`config.mk`:
```
export PLATFORM = sky130hd
export DESIGN_NAME = branch_target_cache_control
export DESIGN_NICKNAME = d
export VERILOG_FILES = /design/src/rtl/btc_pkg.sv /design/src/rtl/branch_target_cache_control.sv
export VERILOG_INCLUDE_DIRS = /design/src /design/src/rtl
export SDC_FILE = /design/constraint.sdc
export NUM_CORES = 1
export LEC_CHECK = 0
export BUFFER_PORTS_ARGS = -buffer_cell sky130_fd_sc_hd__buf_2
export CELL_PAD_IN_SITES_DETAIL_PLACEMENT = 1
export CELL_PAD_IN_SITES_GLOBAL_PLACEMENT = 1
export CORE_MARGIN = 4
export CORE_UTILIZATION = 33
export CTS_CLUSTER_SIZE = 20
export DETAILED_ROUTE_END_ITERATION = 8
export GPL_TIMING_DRIVEN = 0
export PLACE_DENSITY_LB_ADDON = 0.1
export SYNTH_ARGS = -nofsm -noshare
export SYNTH_HDL_FRONTEND = slang
export SYNTH_SLANG_ARGS = --single-unit
export TNS_END_PERCENT = 100
```
`constraint.sdc`:
```
create_clock -name pclk -period 2.6 [get_ports pclk]
set_clock_uncertainty 0.15 [all_clocks]
set_input_delay 0.52 -clock pclk [delete_from_list [all_inputs] [get_ports pclk]]
set_output_delay 0.52 -clock pclk [all_outputs]
set_load 0.01 [all_outputs]
```
`src/rtl/btc_defines.svh`:
```
// constants for the branch target cache control block
// assumes inclusion by bare name from the package and the design module
`ifndef BTC_DEFINES_SVH
`define BTC_DEFINES_SVH

// **********************************************
// register byte offsets on the apb slave
// **********************************************
`define OFS_CONTROL 12'h000
`define OFS_TUNING 12'h004
`define OFS_LOCK 12'h008

// **********************************************
// widths
// **********************************************
`define ADDR_W 12
`define DATA_W 32
`define FADDR_W 17
`define SLOT_W 6

// **********************************************
// control register fields
// **********************************************
`define CTL_WRITE_EN 7
`define CTL_READ_EN 6
`define CTL_PREFETCH_EN 5
`define CTL_RETURN_DEST 3
`define CTL_ISR_CODE 2
`define CTL_TABLE_READ 1
`define CTL_RESET 8'hE6

// **********************************************
// tuning and lock register fields
// **********************************************
`define TUN_FIXED_SLOT 2
`define TUN_RESET 8'h00
`define LCK_PUSH_EN 7
`define LCK_POP 6
`define LCK_SLOT_HI 5
`define LCK_SLOT_LO 0

// **********************************************
// slot pointer limits and segment address mask
// **********************************************
`define SLOT_TOP 6'h3F
`define SLOT_LAST_PUSH 6'h03
`define SLOT_ZERO 6'h00
`define SLOT_ONE 6'h01
`define SEG_MASK 17'h1FFFC

`endif

```
`src/rtl/btc_pkg.sv`:
```
// types shared by the branch target cache control block
// assumes btc_defines.svh is on the include path
`include "btc_defines.svh"

package btc_pkg;

    // fill request from the fetch engine, one cycle wide
    typedef struct packed {
        logic valid;                      // request present this cycle
        logic [`FADDR_W-1:0] addr;        // flash byte address
        logic [`SLOT_W-1:0] victim;       // slot chosen by replacement
        logic return_dest;                // target of interrupt return
        logic isr_code;                   // fetched inside a service routine
        logic table_read;                 // data of a table read
    } fill_req_t;

    // write command towards the cache array
    typedef struct packed {
        logic we;                         // write one segment
        logic push;                       // write is a locking push
        logic [`SLOT_W-1:0] slot;         // target slot
        logic [`FADDR_W-1:0] seg_addr;    // segment aligned address
    } cache_wr_t;

    // flash program or erase notice
    typedef struct packed {
        logic valid;                      // flash write or erase done
        logic [`FADDR_W-1:0] addr;        // first affected byte
        logic [`FADDR_W-1:0] len;         // affected byte count
    } flash_evt_t;

endpackage : btc_pkg

```
`src/rtl/branch_target_cache_control.sv`:
```
// control logic of a branch target cache: apb registers, fill gating,
// slot locking by push and pop, flash invalidation and read modes.
// assumes an apb master on pclk and fetch side logic on the same clock.
// assumes the cache array applies cache_wr and invalidate as they appear,
// and that the fetch side picks the replacement victim itself.
//
// Operation
// [RULE1] return destinations cached only when enabled
// [RULE2] service routine code cached unless disabled
// [RULE3] table read data not cached when disabled
// [RULE4] fixed slot sends table data to slot 0
// [RULE5] write disable stops fills, pushes still write
// [RULE6] flash write or erase always invalidates
// [RULE7] read disable stops cache supply, fills continue
// [RULE8] prefetch bit clear disables prefetch engine
// [RULE9] no reads and no prefetch gives fixed rate
// [RULE10] at most 61 slots locked together
// [RULE11] push writes segment into pointed slot
// [RULE12] pointer decrements after each push
// [RULE13] slots above pointer never refilled normally
// [RULE14] pop increments pointer, contents stay
// [RULE15] software keeps slots 1 and 0 unlocked
// [RULE16] six bit pointer covers 64 slots
`timescale 1ns/100ps
`default_nettype none
`include "btc_defines.svh"

module branch_target_cache_control (
    input wire logic pclk,
    input wire logic presetn,
    input wire logic psel,
    input wire logic penable,
    input wire logic pwrite,
    input wire logic [`ADDR_W-1:0] paddr,
    input wire logic [`DATA_W-1:0] pwdata,
    output logic [`DATA_W-1:0] prdata,
    output logic pready,
    output logic pslverr,
    input wire btc_pkg::fill_req_t fill_req,
    input wire btc_pkg::flash_evt_t flash_evt,
    output btc_pkg::cache_wr_t cache_wr,
    output btc_pkg::flash_evt_t invalidate,
    output logic cache_read_en,
    output logic prefetch_en,
    output logic fixed_rate
);

    // **********************************************
    // register state
    // **********************************************
    // byte wide registers; the pop strobe is never stored, so it reads as
    // zero without any extra masking on the read path
    logic [7:0] cache_control_reg;        // enables
    logic [7:0] cache_tuning_reg;         // fixed slot option
    logic lock_push_en;                   // push mode
    logic [`SLOT_W-1:0] lock_slot_pointer; // next lockable slot

    // **********************************************
    // apb decode
    // **********************************************
    // whole address compare; any other offset, aligned or not, is unmapped
    wire sel_ctl = (paddr == `OFS_CONTROL);
    wire sel_tun = (paddr == `OFS_TUNING);
    wire sel_lck = (paddr == `OFS_LOCK);
    wire mapped = sel_ctl | sel_tun | sel_lck;

    // writes land only on the access edge, the one edge with penable high
    wire acc = psel & penable;
    wire wr_ok = acc & pwrite & mapped;
    wire wr_ctl = wr_ok & sel_ctl;
    wire wr_tun = wr_ok & sel_tun;
    wire wr_lck = wr_ok & sel_lck;
    // pop is a strobe riding on a lock write
    wire pop_req = wr_lck & pwdata[`LCK_POP];

    // slave never stalls; unmapped access answers with an error
    // zero wait states: a register write is seen by the fill logic next cycle
    assign pready = 1'b1;
    assign pslverr = psel & penable & ~mapped;

    // lock register read view, pop bit always reads zero
    // upper 24 bits of every read are zero
    wire [7:0] lock_view = {lock_push_en, 1'b0, lock_slot_pointer};
    wire [7:0] rd_mux = sel_ctl ? cache_control_reg :
                        sel_tun ? cache_tuning_reg :
                        sel_lck ? lock_view : 8'h00;

    // **********************************************
    // enable bits
    // **********************************************
    // class bits gate normal fills only; a push ignores all of them
    wire write_en = cache_control_reg[`CTL_WRITE_EN];
    wire return_dest_cache_en = cache_control_reg[`CTL_RETURN_DEST];
    wire isr_code_cache_en = cache_control_reg[`CTL_ISR_CODE];
    wire table_read_cache_en = cache_control_reg[`CTL_TABLE_READ];
    wire table_read_fixed_slot = cache_tuning_reg[`TUN_FIXED_SLOT];
    // read and prefetch bits leave through the registered outputs below

    // **********************************************
    // fill gating
    // **********************************************
    // pointer of zero means slot 1 was locked: whole cache unlocked
    wire lock_active = (lock_slot_pointer != `SLOT_ZERO); // [RULE15]
    // push refused once 61 slots are held, keeping slots 2..0 free
    // a refused push writes nothing and leaves the pointer alone
    wire push_room = (lock_slot_pointer >= `SLOT_LAST_PUSH); // [RULE10]

    // a push needs a valid table read while push mode is on
    wire push_hit = fill_req.valid & fill_req.table_read & lock_push_en;
    wire push_go = push_hit & push_room; // [RULE11]
    // exclusion classes
    // the three classes are independent; any one of them refuses the fill
    wire excl_reti = fill_req.return_dest & ~return_dest_cache_en; // [RULE1]
    wire excl_isr = fill_req.isr_code & ~isr_code_cache_en; // [RULE2]
    wire excl_tbl = fill_req.table_read & ~table_read_cache_en; // [RULE3]
    // table data may be pinned to slot 0
    // a pinned fill is still checked against locks; slot 0 is never locked
    wire pin_zero = fill_req.table_read & table_read_fixed_slot; // [RULE4]
    wire [`SLOT_W-1:0] norm_slot = pin_zero ? `SLOT_ZERO : fill_req.victim;
    // full 6 bit compare: 64 slots, higher ones locked
    wire slot_locked = lock_active & (norm_slot > lock_slot_pointer); // [RULE13] [RULE16]

    // a normal fill needs writes on, no excluded class, a free slot and no push;
    // limitation: a locked victim is dropped, not re-picked, so that fill is lost
    wire norm_go = fill_req.valid & write_en & ~excl_reti & ~excl_isr
                   & ~excl_tbl & ~slot_locked & ~push_hit; // [RULE5]
    // segment holding the addressed byte
    // four byte segments, so the two low address bits are cleared
    wire [`FADDR_W-1:0] seg = fill_req.addr & `SEG_MASK;

    // **********************************************
    // pointer update
    // **********************************************
    // pop, write and push share one pointer; one source wins each cycle
    wire ptr_at_top = (lock_slot_pointer == `SLOT_TOP);
    logic [`SLOT_W-1:0] next_ptr;
    // pop beats a plain lock write, which beats push in one cycle
    always_comb begin
        next_ptr = lock_slot_pointer;
        if (pop_req) begin
            // pop at the top is ignored rather than wrapping to zero
            if (!ptr_at_top) begin
                next_ptr = lock_slot_pointer + `SLOT_ONE; // [RULE14]
            end
        end else if (wr_lck) begin
            // plain lock write loads the pointer field
            next_ptr = pwdata[`LCK_SLOT_HI:`LCK_SLOT_LO];
        end else if (push_go) begin
            // the pointed slot is now taken, move to the next lockable one
            next_ptr = lock_slot_pointer - `SLOT_ONE; // [RULE12]
        end
    end

    // **********************************************
    // registers
    // **********************************************
    // control and tuning writes
    // bits above the low byte are dropped, the registers are one byte wide
    always_ff @(posedge pclk or negedge presetn) begin
        if (!presetn) begin
            cache_control_reg <= `CTL_RESET;
            cache_tuning_reg <= `TUN_RESET;
        end else begin
            if (wr_ctl) begin
                cache_control_reg <= pwdata[7:0];
            end
            if (wr_tun) begin
                cache_tuning_reg <= pwdata[7:0];
            end
        end
    end

    // lock register
    // a push in the cycle of a lock write still writes the array, but the
    // pointer follows the software write; software avoids that overlap
    always_ff @(posedge pclk or negedge presetn) begin
        if (!presetn) begin
            lock_push_en <= 1'b0;
            lock_slot_pointer <= `SLOT_TOP;
        end else begin
            if (wr_lck) begin
                lock_push_en <= pwdata[`LCK_PUSH_EN];
            end
            lock_slot_pointer <= next_ptr;
        end
    end

    // read data captured in setup, stable through access
    // so the value cannot move under the master's sampling edge
    always_ff @(posedge pclk or negedge presetn) begin
        if (!presetn) begin
            prdata <= 32'h00000000;
        end else if (psel && !penable && !pwrite) begin
            prdata <= {24'h000000, rd_mux};
        end
    end

    // cache write command, one cycle after the request
    // slot and address follow the input every cycle; only we qualifies them
    always_ff @(posedge pclk or negedge presetn) begin
        if (!presetn) begin
            cache_wr <= '0;
        end else begin
            cache_wr.we <= push_go | norm_go;
            cache_wr.push <= push_go;
            cache_wr.slot <= push_go ? lock_slot_pointer : norm_slot; // [RULE11]
            cache_wr.seg_addr <= seg;
        end
    end

    // flash changes invalidate regardless of any enable
    // the length passes through; the array decides which lines it covers
    always_ff @(posedge pclk or negedge presetn) begin
        if (!presetn) begin
            invalidate <= '0;
        end else begin
            invalidate <= flash_evt; // [RULE6]
        end
    end

    // read mode outputs
    // one cycle behind a control write, which the fetch side tolerates;
    // fixed rate means every instruction waits for flash to deliver it
    always_ff @(posedge pclk or negedge presetn) begin
        if (!presetn) begin
            cache_read_en <= 1'b1;
            prefetch_en <= 1'b1;
            fixed_rate <= 1'b0;
        end else begin
            cache_read_en <= cache_control_reg[`CTL_READ_EN]; // [RULE7]
            prefetch_en <= cache_control_reg[`CTL_PREFETCH_EN]; // [RULE8]
            fixed_rate <= ~cache_control_reg[`CTL_READ_EN]
                          & ~cache_control_reg[`CTL_PREFETCH_EN]; // [RULE9]
        end
    end
endmodule // branch_target_cache_control

`default_nettype wire

```
* Word-level counts from Yosys, hierarchy flattened *
Index checks and enable logic that the tools add are counted.

word-level totals
  register bits after elaboration = 92

operators by class
  $add $sub $neg = 2
  $lt $le $gt $ge = 2
  eq/ne operators = 4
  mux-type cells = 9
  bitwise gates (word level) = 37
  reduce and logical (&&, ||, !) cells = 8

operators with widths
  kind                                                   number
  2-to-1 mux 6 bit                                       6
  2-to-1 mux 8 bit                                       3
  AND 1 bit                                              23
  equality test 12 x 3 -> 1 bit (second input constant)  1
  equality test 12 x 4 -> 1 bit (second input constant)  1
  logical NOT 12 bit                                     1
  NOT 1 bit                                              11
  adder 6 x 1 -> 6 bit (second input constant)           1
  equality test 6 bit (second input constant)            1
  >= comparator 6 x 2 -> 1 bit (second input constant)   1
  greater-than comparator 6 bit                          1
  nonzero test 6 bit                                     1
  subtractor 6 x 1 -> 6 bit (second input constant)      1
  bitwise OR 1 bit                                       3
  nonzero test 3 bit                                     1
  logical AND 1 bit                                      2
  logical NOT 1 bit                                      2
  inequality test 2 bit (second input constant)          1
  AND reduction 2 bit                                    1

* Longest topological paths before layout *
  depth in word-level cells = 9
  mapped depth = 8

* Worst setup path before layout *
Ideal clock, no wire load.

  kind = input to register
  from = input port paddr[5]
  to = register cache_control_reg[0]
  setup time = 0.125 ns
  arrival time = 2.042 ns
  required time = 2.325 ns
  setup slack = 0.283 ns
  cell stages on the path = 7
  buffers on the path = 2
  path through = nor4_2 nand2_2 or3_1 buf_6 nand2b_4 buf_6 mux2_4

between the ends
  cells in the longest elaborated chain, start to end = 5

ends and longest elaborated chain
  what                                                                           RTL line                            text
  from (decl)                                                                    branch_target_cache_control.sv:34   input wire logic [`ADDR_W-1:0] paddr,
  equality test 12 x 3 -> 1 bit (no line) or logical NOT 12 bit (tied branches)  n/a
  bitwise OR 1 bit (2 in a row)                                                  branch_target_cache_control.sv:65   wire mapped = sel_ctl | sel_tun | sel_lck;
  AND 1 bit                                                                      branch_target_cache_control.sv:69   wire wr_ok = acc & pwrite & mapped;
  AND 1 bit *                                                                    branch_target_cache_control.sv:70   wire wr_ctl = wr_ok & sel_ctl;
  to (signal assigned)                                                           branch_target_cache_control.sv:161  cache_control_reg <= `CTL_RESET;
  to (signal assigned)                                                           branch_target_cache_control.sv:165  cache_control_reg <= pwdata[7:0];
  to (decl)                                                                      branch_target_cache_control.sv:53   logic [7:0] cache_control_reg;

Mark *: on every way between the ends. The rest lies on a longest branch, timed or not.
A chain may end at the register's enable or synchronous reset.

* Worst setup path in the final report *
  from = input port paddr[5]
  to = output port pslverr

between the ends
  cells in the longest elaborated chain, start to end = 5

ends and longest elaborated chain
  what                                                                           RTL line                           text
  equality test 12 x 3 -> 1 bit (no line) or logical NOT 12 bit (tied branches)  n/a
  bitwise OR 1 bit                                                               branch_target_cache_control.sv:65
  bitwise OR 1 bit *                                                             branch_target_cache_control.sv:65
  NOT 1 bit *                                                                    branch_target_cache_control.sv:79  assign pslverr = psel & penable & ~mapped;
  AND 1 bit *                                                                    branch_target_cache_control.sv:79
  to (decl)                                                                      branch_target_cache_control.sv:38  output logic pslverr,

Marked as above.

==> impl_metrics.yaml <==
place:
  placed_area_sq_um: 4900
  gp_congestion: 0.857
  port_buffers: 154
  post-dp-hpwl_microns: 8600
cells_and_area:
  syn_to_final_growth_pct: 36.6
  top_register: "invalidate"
  final_common_cell: "buf_2"
  nets: 625
  fin_area_sq_um: 5230
  largest_reg_flops: 35
  antenna_cells: 0
  layout_common_cells: "buf_2 (155), dfrtp_1 (79), buf_4 (28)"
  layout-drive-gt1-share_pct: 47.3
  final_util_pct: 46.0
  top_regs: "invalidate (35), cache_wr (23)"
timing:
  worst_pin_slew_ns: 0.604
  final_max_slew_viol_count: 0
  min_period_ns: 2.47
  slew_headroom_pct: 59.7
  setup_tns_ns: 0
  rsz0062_at_grt: "no"
  post-route-period-util_pct: 95.1
  hold_viol: 0
  setup_violations: 0
  hold-worst-slack_ns: 0.0331
  fmaxAchievable_mhz: 404
global_routing:
  grt_usage_pct: 16.6
  antenna_found_initial: 0
  grt_pass1_wl_microns: 16900
  grt-ovfl-total: 0
  grt_pass1_vias: 3123
  grt_max_degree: 49
critical_path:
  r2r_start: "lock_slot_pointer[2]"
  cp.arrival_ns: 1.80
  r2r_slack_ns: 0.18
  endpoint: "pslverr"
  critical_path.max_stage_delay_ns: 0.42
  worst_setup_path_end_kind: "output pin"
  slowest_stage: "a2111oi_0"
  crit_start: "paddr[5]"
  cp.required_ns: 1.93
  path_class: "input pin to output pin"
  path_max_fanout: 10
  worst_path_most_repeated_cell: "buf_2"
  start_kind: "input pin"
  worstRegToRegCells: 5
  rr_endpoint: "cache_wr[20]"
  worstPathCellList: "buf_2 -> nor4_2 -> nand2_2 -> a2111oi_0 -> nor2_1 -> buf_2"
synthesis:
  ys_async_sr_fraction_pct: 100
  synth_cell_types: 46
  synth_area_leader_cell: "dfrtp_1"
  ys_ff_latch: 92
  syn_inst: 315
  synth.area.top_cells: "dfrtp_1 (52%), dfstp_2 (8.9%), buf_4 (5.3%), mux2_2 (4.1%), mux2_4 (3.1%)"
  ys_warn_count: 0
  synth_edf_count: 0
  synthesis.area_sq_um: 3830
  synth_flop_cell: "dfrtp_1"
  yosys.area.top_type_share_pct: 51.7
  ys_seq_area_share_pct: 60.6
  syn_area_per_cell_sq_um: 12.1
route:
  vias: 2971
  ant_nets: 0
  post-route-drc-count: 0
  drt-pass1-iter-count: 5
  wl_microns: 11000
  drt_iter0_drc: 108
  vias_per_cell: 4.55
  routedWlPerCell_microns: 16.9
clock_tree:
  htreeDepth: 3
  cts_tree: "done"
  clkLatencyLatePin_ns: 0.33
  clockRootBuffer: "clkbuf_16"
  cts_setup_buffers: 0
  cts_sinks: 92
  cts_buffers: 9
  hold_buffers: 0
  clockBufferDepth: 2
  path_clk_slew_ns: 0.06
die:
  die-area_sq_um: 13400
  die_h_microns: 116
  ios: 208
  die_w_microns: 116
  core.rowCount: 39
  start_util_pct: 33.7
  core_area_sq_um: 11400
power_and_ir_drop:
  cellLeakagePower_nw: 2.67
  ir_worst_vdd_mv: 0.390
  cellPowerDensity_nw_per_um2: 608
  power.total_mw: 3.18
run:
  drv_cap: 0
outcome:
  run_status: "complete, no violations"
worst_hold_path:
  hold_path.class: "input pin to async pin"
stage by stage:
stage	instances	setup slack, ns
after floorplan	340	0.283
after global placement	637	-0.348
after detailed placement	638	-0.280
after CTS	654	0.0241
after global routing	653	0.0238
final	653	0.127
cell type report:
class	count	area [sq um]
Clock inverter	4	75.1
Timing Repair Buffer	155	801
Multi-Input combinational cell	191	1280
Fill cell	1308	6140
Sequential cell	92	2320
Clock buffer	12	246
Tap cell	143	179
Inverter	18	67.6
Buffer	38	263
critical path: cells and delay by family:
kind,cells,cell delay [ns]
buf+inv,2,0.25
simple gates,3,0.62
compound gates,1,0.42
Yosys cell counts, types with 2 or more instances:
cell type / number
o21ai_0: 9
nor2_1: 18
buf_2: 2
o22ai_1: 4
dfrtp_1: 79
buf_6: 2
clkbuf_1: 7
nand2_1: 22
and3_1: 3
mux2i_1: 3
inv_1: 18
o41ai_1: 7
buf_4: 27
nand2b_1: 2
mux2_2: 14
nand4_1: 4
conb_1: 2
o21ai_1: 2
mux2_4: 8
a21oi_1: 21
nand3_1: 7
and2_1: 4
or3_1: 3
dfstp_2: 13
xnor2_1: 3
a311oi_1: 2
nor4_1: 2
ha_1: 9
worst min-delay path by stage:
stage / cells past startpoint / slack [ns] / to
floorplan: 0 / 0.07 / cache_control_reg[0]
global placement: 0 / 0.23 / cache_read_en
detailed placement: 0 / 0.23 / cache_read_en
CTS: 1 / 0.06 / cache_wr[9]
global route: 1 / 0.09 / cache_wr[9]
finish: 1 / 0.03 / invalidate[21]
kinds of logic (layout without fill, tap and decap cells):
family,Yosys count,after routing,synth area share (%)
buffers and inverters,57,227,8.70
AO/OA/AOI/OAI,54,54,8.76
flip-flops,92,92,60.6
XOR/XNOR,3,3,0.687
multiplexers,25,25,8.04
adder cells (fa/ha/maj),9,9,2.94
other,2,27,0.196
AND/OR/NAND/NOR,73,73,10.1
layer usage:
layer  vias up  track usage (%)  wire (microns)
met3         9             4.07             910
met4         0             5.80             133
li1       1404                -               -
met5         -                0               0
met1      1441             20.5            4530
met2       117             28.3            5450
power breakdown:
part / switching (mW) / total, mW / internal [mW]
Sequential: 0.0117 / 1.49 / 1.48
Clock: 0.541 / 1.41 / 0.870
Combinational: 0.154 / 0.280 / 0.126
Total: 0.707 / 3.18 / 2.47
what timing repair did:
| action | 4_1_cts | 5_1_grt |
|---|---|---|
| pin swaps | 0 | 1 |
| resized for setup | 1 | 1 |
| setup endpoints to repair | 3 | 8 |
No activity file was read; power rests on OpenSTA's default activity.
